<file path="config.mk">
export PLATFORM = sky130hd
export DESIGN_NAME = isadec_opcode_decoder
export DESIGN_NICKNAME = d
export VERILOG_FILES = /design/src/isadec_pkg.sv /design/src/isadec_fields_if.sv /design/src/isadec_field_extract.sv /design/src/isadec_opcode_decoder.sv
export SDC_FILE = /design/constraint.sdc
export NUM_CORES = 1
export LEC_CHECK = 0
export BUFFER_PORTS_ARGS = -buffer_cell sky130_fd_sc_hd__buf_2
export CAP_MARGIN = 20
export CORE_ASPECT_RATIO = 1.2
export CORE_UTILIZATION = 43
export DETAILED_ROUTE_END_ITERATION = 6
export GPL_ROUTABILITY_DRIVEN = 1
export PLACE_DENSITY_LB_ADDON = 0.3
export SLEW_MARGIN = 20
export SYNTH_ARGS = -nofsm -noshare
export SYNTH_HDL_FRONTEND = slang
export SYNTH_SLANG_ARGS = --single-unit
</file>
<file path="constraint.sdc">
create_clock -name core_clk -period 4.7 [get_ports core_clk]
set_input_delay 0.705 -clock core_clk [delete_from_list [all_inputs] [get_ports core_clk]]
set_output_delay 0.705 -clock core_clk [all_outputs]
set_load 0.005 [all_outputs]
</file>
<file path="src/isadec_pkg.sv">
// shared constants and types of the instruction decoder
package isadec_pkg;
    // field positions
    localparam int OPC_MSB = 31;
    localparam int OPC_LSB = 26;
    localparam int FP_FN_MSB = 15;
    localparam int FP_FN_LSB = 5;
    localparam int OP_FN_MSB = 11;
    localparam int OP_FN_LSB = 5;
    localparam int HINT_MSB = 15;
    localparam int HINT_LSB = 14;
    localparam int MEM_FN_MSB = 15;
    localparam int MEM_FN_LSB = 0;
    localparam int PRIV_FN_MSB = 25;
    localparam int PRIV_FN_LSB = 0;

    // major opcodes
    localparam logic [5:0] OPC_PRIV_CALL = 6'h00;
    localparam logic [5:0] OPC_RSV_LO    = 6'h01;
    localparam logic [5:0] OPC_RSV_HI    = 6'h07;
    localparam logic [5:0] OPC_BYTE_LD   = 6'h0A;
    localparam logic [5:0] OPC_WORD_LD   = 6'h0C;
    localparam logic [5:0] OPC_WORD_ST   = 6'h0D;
    localparam logic [5:0] OPC_BYTE_ST   = 6'h0E;
    localparam logic [5:0] OPC_INT_ARITH = 6'h10;
    localparam logic [5:0] OPC_INT_LOGIC = 6'h11;
    localparam logic [5:0] OPC_INT_SHIFT = 6'h12;
    localparam logic [5:0] OPC_INT_MUL   = 6'h13;
    localparam logic [5:0] OPC_FP_LEGACY = 6'h15;
    localparam logic [5:0] OPC_FP_IEEE   = 6'h16;
    localparam logic [5:0] OPC_FP_MISC   = 6'h17;
    localparam logic [5:0] OPC_MISC      = 6'h18;
    localparam logic [5:0] OPC_IREG_RD   = 6'h19;
    localparam logic [5:0] OPC_JUMP      = 6'h1A;
    localparam logic [5:0] OPC_HW_LOAD   = 6'h1B;
    localparam logic [5:0] OPC_IREG_WR   = 6'h1D;
    localparam logic [5:0] OPC_EXC_RET   = 6'h1E;
    localparam logic [5:0] OPC_HW_STORE  = 6'h1F;
    localparam logic [5:0] OPC_BR_LBC    = 6'h38;
    localparam logic [5:0] OPC_BR_LBS    = 6'h3C;

    // integer function codes
    localparam logic [6:0] FN_INT_CMP_EQ  = 7'h2D;
    localparam logic [6:0] FN_INT_CMP_LT  = 7'h4D;
    localparam logic [6:0] FN_INT_CMP_LE  = 7'h6D;
    localparam logic [6:0] FN_LOGIC_AND   = 7'h00;
    localparam logic [6:0] FN_LOGIC_ORNC  = 7'h28;
    localparam logic [6:0] FN_LOGIC_XOR   = 7'h40;
    localparam logic [6:0] FN_MUL_LONG    = 7'h00;
    localparam logic [6:0] FN_MUL_UHIGH   = 7'h30;
    // floating function codes
    localparam logic [10:0] FN_IEEE_CMP_LE  = 11'h0A7;
    localparam logic [10:0] FN_IEEE_CMP_UN  = 11'h0A4;
    localparam logic [10:0] FN_LEG_CMP_EQ   = 11'h0A5;
    localparam logic [10:0] FN_LEG_CMP_LE   = 11'h0A7;
    localparam logic [10:0] FN_CVT_S_TO_D   = 11'h2AC;
    localparam logic [10:0] FN_FPCR_READ    = 11'h025;
    localparam logic [10:0] FN_FPCR_WRITE   = 11'h024;
    // memory function code
    localparam logic [15:0] FN_CYCLE_READ   = 16'h00C0;
    // jump hints
    localparam logic [1:0] HINT_JMP  = 2'h0;
    localparam logic [1:0] HINT_JSR  = 2'h1;
    localparam logic [1:0] HINT_RET  = 2'h2;
    localparam logic [1:0] HINT_CORO = 2'h3;

    // instruction formats, one-hot
    typedef enum logic [6:0] {
        FMT_BRANCH = 7'h01,
        FMT_FLOAT  = 7'h02,
        FMT_MEMORY = 7'h04,
        FMT_MEMFN  = 7'h08,
        FMT_MEMBR  = 7'h10,
        FMT_OPER   = 7'h20,
        FMT_PRIV   = 7'h40
    } isadec_fmt_e;

    // decoded hardware operations
    typedef enum logic [4:0] {
        OP_NOP, OP_OTHER,
        OP_INT_CMP_EQUAL, OP_INT_CMP_LESS, OP_INT_CMP_LESS_EQUAL,
        OP_LOGIC_AND, OP_LOGIC_OR_COMPLEMENT, OP_LOGIC_XOR,
        OP_MUL_LONGWORD, OP_MUL_UNSIGNED_HIGH,
        OP_IEEE_DBL_CMP_LESS_EQUAL, OP_IEEE_DBL_CMP_UNORDERED,
        OP_LEGACY_DBL_CMP_EQUAL, OP_LEGACY_DBL_CMP_LESS_EQUAL,
        OP_CVT_SINGLE_TO_DOUBLE, OP_FP_CTRL_READ, OP_FP_CTRL_WRITE,
        OP_CYCLE_COUNTER_READ, OP_BRANCH_LOW_BIT_CLEAR, OP_BRANCH_LOW_BIT_SET,
        OP_JUMP, OP_JUMP_SUBROUTINE, OP_JUMP_RETURN, OP_COROUTINE_JUMP,
        OP_PRIV_HW_LOAD, OP_PRIV_HW_STORE, OP_PRIV_RETURN_FROM_EXCEPTION,
        OP_PRIV_INTERNAL_REG_READ, OP_PRIV_INTERNAL_REG_WRITE, OP_PRIV_CALL
    } isadec_op_e;
endpackage

</file>
<file path="src/isadec_fields_if.sv">
// field bundle from the extractor to the decoder
`timescale 1ns/100ps
interface isadec_fields_if;
    import isadec_pkg::*;
    logic [5:0]  opcode;   // major opcode
    logic [6:0]  opFn;     // integer function code
    logic [10:0] fpFn;     // floating function code
    logic [15:0] memFn;    // displacement function code
    logic [1:0]  jumpHint; // jump hint
    logic [25:0] privFn;   // privileged-call function
    modport src (output opcode, opFn, fpFn, memFn, jumpHint, privFn);
    modport dst (input opcode, opFn, fpFn, memFn, jumpHint, privFn);
endinterface

</file>
<file path="src/isadec_field_extract.sv">
// splits an instruction word into its fields
`timescale 1ns/100ps
module isadec_field_extract
    import isadec_pkg::*;
(
    input  wire logic [31:0] instrWord, // fetched word
    isadec_fields_if.src     fields     // extracted fields
);
    // every format shares the major opcode slot
    assign fields.opcode   = instrWord[OPC_MSB:OPC_LSB];   // RL1
    assign fields.opFn     = instrWord[OP_FN_MSB:OP_FN_LSB]; // RL5
    assign fields.fpFn     = instrWord[FP_FN_MSB:FP_FN_LSB]; // RL2
    assign fields.memFn    = instrWord[MEM_FN_MSB:MEM_FN_LSB]; // RL3
    assign fields.jumpHint = instrWord[HINT_MSB:HINT_LSB]; // RL4
    assign fields.privFn   = instrWord[PRIV_FN_MSB:PRIV_FN_LSB]; // RL6
endmodule

</file>
<file path="src/isadec_opcode_decoder.sv">
// registered opcode decoder
`timescale 1ns/100ps
// How it works
// [RL1] six-bit major opcode selects every format
// [RL2] floating format uses eleven-bit function code
// [RL3] memory-function takes sixteen-bit displacement code
// [RL4] jump kind from two high displacement bits
// [RL5] integer operate uses seven-bit function code
// [RL6] privileged call uses twenty-six-bit function
// [RL7] opcode 10 compares: 2D, 4D, 6D
// [RL8] opcode 11: and 00, or-complement 28, xor 40
// [RL9] opcode 13: longword 00, unsigned high 30
// [RL10] opcode 16: compare le A7, unordered A4
// [RL11] opcode 15: compare eq A5, le A7
// [RL12] opcode 16 code 2AC converts single-double
// [RL13] opcode 17: control read 025, write 024
// [RL14] opcode 18 code C0 reads cycle counter
// [RL15] opcodes 38/3C branch on low bit
// [RL16] opcode 1A hint 3 is coroutine jump
// [RL17] opcodes 01 to 07 are reserved
// [RL18] 0A,0C-0E reserved when byte/word disabled
// [RL19] opcode 1B is privileged hardware load
// [RL20] opcode 1F is privileged hardware store
// [RL21] opcode 1E returns to exception pc
// [RL22] opcodes 19/1D read/write internal registers
// [RL23] undefined opcode 13 and 18 function codes flagged illegal
// [RL24] outputs registered, nop during reset
module isadec_opcode_decoder
    import isadec_pkg::*;
(
    input  wire logic        core_clk,        // core clock
    input  wire logic        sys_rst,         // synchronous reset, high
    input  wire logic        instrValid,      // word present this cycle
    input  wire logic [31:0] instrWord,       // fetched word
    input  wire logic        byteWordEnable,  // byte/word memory ops on
    output isadec_op_e       decodedOp,       // decoded operation
    output isadec_fmt_e      decodedFmt,      // instruction format
    output logic             decodeValid,     // outputs hold a decode
    output logic             illegalInstr,    // reserved or undefined
    output logic [5:0]       opcodeOut,       // major opcode
    output logic [25:0]      functionCode,    // format function field
    output logic             redirectToExcPc  // flow goes to exception pc
);
    isadec_fields_if fieldBus();

    isadec_op_e  next_decodedOp;
    isadec_fmt_e next_decodedFmt;
    logic        next_illegal;
    logic [25:0] next_fnCode;

    // field extraction
    isadec_field_extract uExtract (
        .instrWord (instrWord),
        .fields    (fieldBus.src)
    );

    // format from major opcode
    function automatic isadec_fmt_e fmtOf(input logic [5:0] opc);
        isadec_fmt_e f;
        f = FMT_MEMORY;
        if (opc == OPC_PRIV_CALL) begin
            f = FMT_PRIV;
        end else if (opc >= 6'h30) begin
            f = FMT_BRANCH;
        end else if (opc == OPC_FP_LEGACY || opc == OPC_FP_IEEE || opc == OPC_FP_MISC) begin
            f = FMT_FLOAT; // RL2
        end else if ((opc >= OPC_INT_ARITH && opc <= OPC_INT_MUL) || opc == 6'h1C) begin
            f = FMT_OPER; // RL5
        end else if (opc == OPC_MISC) begin
            f = FMT_MEMFN; // RL3
        end else if (opc == OPC_JUMP) begin
            f = FMT_MEMBR; // RL4
        end
        return f;
    endfunction

    // reserved-opcode check
    function automatic logic isReserved(input logic [5:0] opc, input logic bwEn);
        logic r;
        r = (opc >= OPC_RSV_LO && opc <= OPC_RSV_HI); // RL17
        if (!bwEn && (opc == OPC_BYTE_LD || opc == OPC_WORD_LD ||
                      opc == OPC_WORD_ST || opc == OPC_BYTE_ST)) begin
            r = 1'b1; // RL18
        end
        return r;
    endfunction

    // combinational decode of the current word
    always_comb begin
        next_decodedOp  = OP_OTHER;
        next_decodedFmt = fmtOf(fieldBus.opcode); // RL1
        next_illegal    = 1'b0;
        next_fnCode     = 26'h0;
        case (next_decodedFmt)
            FMT_FLOAT: next_fnCode = {15'h0, fieldBus.fpFn};
            FMT_MEMFN: next_fnCode = {10'h0, fieldBus.memFn};
            FMT_MEMBR: next_fnCode = {24'h0, fieldBus.jumpHint};
            FMT_OPER:  next_fnCode = {19'h0, fieldBus.opFn};
            FMT_PRIV:  next_fnCode = fieldBus.privFn; // RL6
            default:   next_fnCode = 26'h0;
        endcase
        case (fieldBus.opcode)
            OPC_PRIV_CALL: next_decodedOp = OP_PRIV_CALL; // RL6
            OPC_INT_ARITH: begin
                case (fieldBus.opFn)
                    FN_INT_CMP_EQ: next_decodedOp = OP_INT_CMP_EQUAL;      // RL7
                    FN_INT_CMP_LT: next_decodedOp = OP_INT_CMP_LESS;       // RL7
                    FN_INT_CMP_LE: next_decodedOp = OP_INT_CMP_LESS_EQUAL; // RL7
                    default:       next_decodedOp = OP_OTHER;
                endcase
            end
            OPC_INT_LOGIC: begin
                case (fieldBus.opFn)
                    FN_LOGIC_AND:  next_decodedOp = OP_LOGIC_AND;           // RL8
                    FN_LOGIC_ORNC: next_decodedOp = OP_LOGIC_OR_COMPLEMENT; // RL8
                    FN_LOGIC_XOR:  next_decodedOp = OP_LOGIC_XOR;           // RL8
                    default:       next_decodedOp = OP_OTHER;
                endcase
            end
            OPC_INT_MUL: begin
                case (fieldBus.opFn)
                    FN_MUL_LONG:  next_decodedOp = OP_MUL_LONGWORD;      // RL9
                    FN_MUL_UHIGH: next_decodedOp = OP_MUL_UNSIGNED_HIGH; // RL9
                    7'h20, 7'h40, 7'h60: next_decodedOp = OP_OTHER;
                    default: next_illegal = 1'b1; // RL23
                endcase
            end
            OPC_FP_IEEE: begin
                case (fieldBus.fpFn)
                    FN_IEEE_CMP_LE: next_decodedOp = OP_IEEE_DBL_CMP_LESS_EQUAL; // RL10
                    FN_IEEE_CMP_UN: next_decodedOp = OP_IEEE_DBL_CMP_UNORDERED;  // RL10
                    FN_CVT_S_TO_D:  next_decodedOp = OP_CVT_SINGLE_TO_DOUBLE;    // RL12
                    default:        next_decodedOp = OP_OTHER;
                endcase
            end
            OPC_FP_LEGACY: begin
                case (fieldBus.fpFn)
                    FN_LEG_CMP_EQ: next_decodedOp = OP_LEGACY_DBL_CMP_EQUAL;      // RL11
                    FN_LEG_CMP_LE: next_decodedOp = OP_LEGACY_DBL_CMP_LESS_EQUAL; // RL11
                    default:       next_decodedOp = OP_OTHER;
                endcase
            end
            OPC_FP_MISC: begin
                case (fieldBus.fpFn)
                    FN_FPCR_READ:  next_decodedOp = OP_FP_CTRL_READ;  // RL13
                    FN_FPCR_WRITE: next_decodedOp = OP_FP_CTRL_WRITE; // RL13
                    default:       next_decodedOp = OP_OTHER;
                endcase
            end
            OPC_MISC: begin
                case (fieldBus.memFn)
                    FN_CYCLE_READ: next_decodedOp = OP_CYCLE_COUNTER_READ; // RL14
                    16'h0000, 16'h0400, 16'h4000, 16'h4400, 16'h8000,
                    16'hA000, 16'hE000, 16'hF000: next_decodedOp = OP_OTHER;
                    default: next_illegal = 1'b1; // RL23
                endcase
            end
            OPC_JUMP: begin
                case (fieldBus.jumpHint)
                    HINT_JMP:  next_decodedOp = OP_JUMP;            // RL4
                    HINT_JSR:  next_decodedOp = OP_JUMP_SUBROUTINE; // RL4
                    HINT_RET:  next_decodedOp = OP_JUMP_RETURN;     // RL4
                    HINT_CORO: next_decodedOp = OP_COROUTINE_JUMP;  // RL16
                    default:   next_decodedOp = OP_OTHER;
                endcase
            end
            OPC_BR_LBC:   next_decodedOp = OP_BRANCH_LOW_BIT_CLEAR;       // RL15
            OPC_BR_LBS:   next_decodedOp = OP_BRANCH_LOW_BIT_SET;         // RL15
            OPC_HW_LOAD:  next_decodedOp = OP_PRIV_HW_LOAD;               // RL19
            OPC_HW_STORE: next_decodedOp = OP_PRIV_HW_STORE;              // RL20
            OPC_EXC_RET:  next_decodedOp = OP_PRIV_RETURN_FROM_EXCEPTION; // RL21
            OPC_IREG_RD:  next_decodedOp = OP_PRIV_INTERNAL_REG_READ;     // RL22
            OPC_IREG_WR:  next_decodedOp = OP_PRIV_INTERNAL_REG_WRITE;    // RL22
            default:      next_decodedOp = OP_OTHER;
        endcase
        // reserved opcodes override any decode
        if (isReserved(fieldBus.opcode, byteWordEnable)) begin
            next_illegal = 1'b1; // RL23
        end
        if (next_illegal) begin
            next_decodedOp = OP_NOP; // RL17
        end
    end

    // registered decode outputs
    always_ff @(posedge core_clk) begin
        if (sys_rst) begin
            decodedOp    <= OP_NOP; // RL24
            decodedFmt   <= FMT_MEMORY;
            decodeValid  <= 1'b0;
            illegalInstr <= 1'b0;
            opcodeOut    <= 6'h00;
            functionCode <= 26'h0;
        end else if (instrValid) begin
            decodedOp    <= next_decodedOp; // RL24
            decodedFmt   <= next_decodedFmt;
            decodeValid  <= 1'b1;
            illegalInstr <= next_illegal; // RL23
            opcodeOut    <= fieldBus.opcode;
            functionCode <= next_fnCode;
        end else begin
            decodedOp    <= OP_NOP;
            decodeValid  <= 1'b0;
            illegalInstr <= 1'b0;
        end
    end

    // exception-return redirect strobe
    always_ff @(posedge core_clk) begin
        if (sys_rst) begin
            redirectToExcPc <= 1'b0;
        end else begin
            redirectToExcPc <= instrValid && fieldBus.opcode == OPC_EXC_RET; // RL21
        end
    end
endmodule

</file>
==> out/results.ini <==
[die]
die_w_um = 73.3
io_pins = 83
num_rows = 30
core_area_mm2 = 0.00578
fp.dieH_um = 87.6
initial_utilization_pct = 45.4
die_area_mm2 = 0.00642

[sta]
hold_viol_final = 0
worst_pin_slew_ns = 0.759
fin_crit_sh_pct = 47.0
slew_violations = 0
skew_ns = 0
timing.fmax_mhz = 453
finalSetupTns_ns = 0
grt_setup_unrepaired = no
post-route-min-period_ns = 2.21
setup_violations = 0
maxSlewHeadroom_pct = 48.9

[worst_setup_path]
cp.arrival_ns = 2.44
cp_max_fo = 24
cp_data_required_time_ns = 4.93
rr_endpoint = decodedFmt[2]
worstSetupPathType = input pin to register
reg2regPathDepth = 2
critical_path.startpoint_type = input pin
end_kind = register
reg2reg_from = decodedFmt[2]
regToRegSetupSlack_ns = 4.07

[detailed_routing]
drt_wl_total_um = 7170
drtIter0Drc = 174
avgRoutedWirePerCell_um = 15.5
vias_per_cell = 5.65
drt-pass1-iter-count = 5
antenna_left = 0
post-route-drc-count = 0
vias = 2615

[finish]
nets = 418
finish.utilization_pct = 53.4
layout_commonest_cell = buf_2
final_cell_area_mm2 = 0.00309
most-common-layout-cells = buf_2 (82), dfxtp_1 (47), nand2_1 (34)
layout-drive-gt1-share_pct = 27.2
area_delta_synth_final_pct = 17.7
antennaDiodeCount = 0

[hold_path]
holdPathStages = 2
min-delay-start = functionCode[8]
whs_endpoint = functionCode[8]
holdCritPathClass = register to register

[global_route]
antenna_found_initial = 0
grt_pass1_wl_um = 11400
grtUsageTotal_pct = 23.0
grt_max_degree = 25
grt_pass1_vias = 2380
grt-ovfl-total = 0

[job]
maxCapViolCount = 0

[clock_tree]
post_cts_resized = 0
cts_buffer_depth = 2
h-tree-depth = 2
cts_num_sinks = 47
clk_latency_ns = 0.30
path_clk_slew_ns = 0.08
cts_hold_buffers = 0
cts-root-buf = clkbuf_8
cts_inserted_buffers = 5
post_cts_buffers = 0
cts_tree = built

[logic_synthesis]
synth.ff_latch_count = 47
synthArstFlopShare_pct = 0
yosysSeqAreaShare_pct = 35.9
synth_fp_nets = 359
syn_avg_cell_area_um2 = 8.12
netlist_area_mm2 = 0.00262
synth-edff-count = 0
synthesis.instances = 323
synth_flop_cell = dfxtp_1
ys_types = 59
synth_warnings = 0

[status]
status = finished, final reports clean

[power_and_ir_drop]
powerDensity_mw_per_mm2 = 266
p_leak_nw = 1.28
irDropWorstVdd_v = 0.000172

[place]
place_congestion = 0.904
dpl_cell_area_mm2 = 0.00298
hpwl_um = 5240
port_buffers = 82

worst max-delay path, cell delays in order:
cell and delay (ns):
buf_2 0.23, nor2_1 0.46, nand3_1 0.17, a21oi_1 0.56
a22oi_1 0.14, o21ai_0 0.17
registers in the layout (all words and copies together), names as in the netlist:
register	count
decodeValid	1
opcodeOut	6
functionCode	26
decodedOp	5
illegalInstr	1
decodedFmt	7
redirectToExcPc	1
per-stage QoR:
step,setup slack (ns),hold WS (ns),instances,total power (W)
3_5_place_dp,2.22,0.437,455,0.000533
3_3_place_gp,2.21,0.432,455,0.000532
6_report,2.49,0.448,463,0.000822
4_1_cts,2.52,0.457,463,0.000829
5_1_grt,2.32,0.475,463,0.000860
2_1_floorplan,2.56,0.446,323,0.000496
cells in the mapped netlist, types with 4 or more instances:
| cell | n | share of area (%) |
|---|---|---|
| buf_6 | 4 | 1.7 |
| nor4_1 | 8 | 1.9 |
| a22o_1 | 12 | 4.0 |
| dfxtp_1 | 47 | 36 |
| inv_1 | 7 | 1.0 |
| a22oi_1 | 11 | 3.1 |
| a211oi_1 | 6 | 1.7 |
| nor3_1 | 11 | 2.1 |
| nand2_1 | 34 | 4.9 |
| clkbuf_1 | 15 | 2.1 |
| mux2i_1 | 9 | 3.4 |
| nor2_1 | 25 | 3.6 |
| a21oi_1 | 22 | 4.2 |
| nand3_1 | 10 | 1.9 |
| buf_2 | 6 | 1.1 |
| nand2b_1 | 6 | 1.4 |
| o21ai_0 | 19 | 3.6 |
| nor2b_1 | 6 | 1.4 |
| nand4_1 | 7 | 1.7 |
kinds of logic (layout without fill, tap and decap cells):
| family | after synthesis | count (layout) | synth area share, % |
|---|---|---|---|
| and+or+nand+nor | 130 | 130 | 26.5 |
| DFF | 47 | 47 | 35.9 |
| muxes | 10 | 10 | 3.86 |
| xor gates and xnor gates | 3 | 3 | 1.00 |
| buffers and inverters | 38 | 98 | 7.30 |
| AOI/OAI and AO/OA | 95 | 95 | 25.4 |
power by group:
part | switching [W] | internal, W
clock network | 0.000139 | 0.000158
registers | 0.00000264 | 0.000404
logic | 0.0000755 | 0.0000421
metal layers:
metal  GRT usage [%]  vias to the layer above  share of wire, %
met4            9.79                        0               2.6
li1                -                     1299                 -
met3            4.60                       13               6.6
met1            27.9                     1197                42
met2            39.4                      106                49
met5               0                        -                 0
worst max path at each step:
stage                              from                to  cells after the start
after detailed placement  instrWord[27]  functionCode[18]                      5
after global placement    instrWord[26]  functionCode[24]                      5
after global routing      instrWord[27]   functionCode[3]                      6
final                     instrWord[27]   functionCode[2]                      6
after floorplan           instrWord[31]      decodedOp[0]                      7
after CTS                 instrWord[27]  functionCode[18]                      5
area by class of cell:
class | instances | area, um^2
timing repair buffer | 83 | 418
clock buffer | 5 | 68.8
multi-input combinational | 238 | 1490
sequential | 47 | 941
tap | 80 | 100
clock inverter | 3 | 43.8
inverter | 7 | 26.3
fill | 611 | 2690
(Power assumes the default switching activity.)
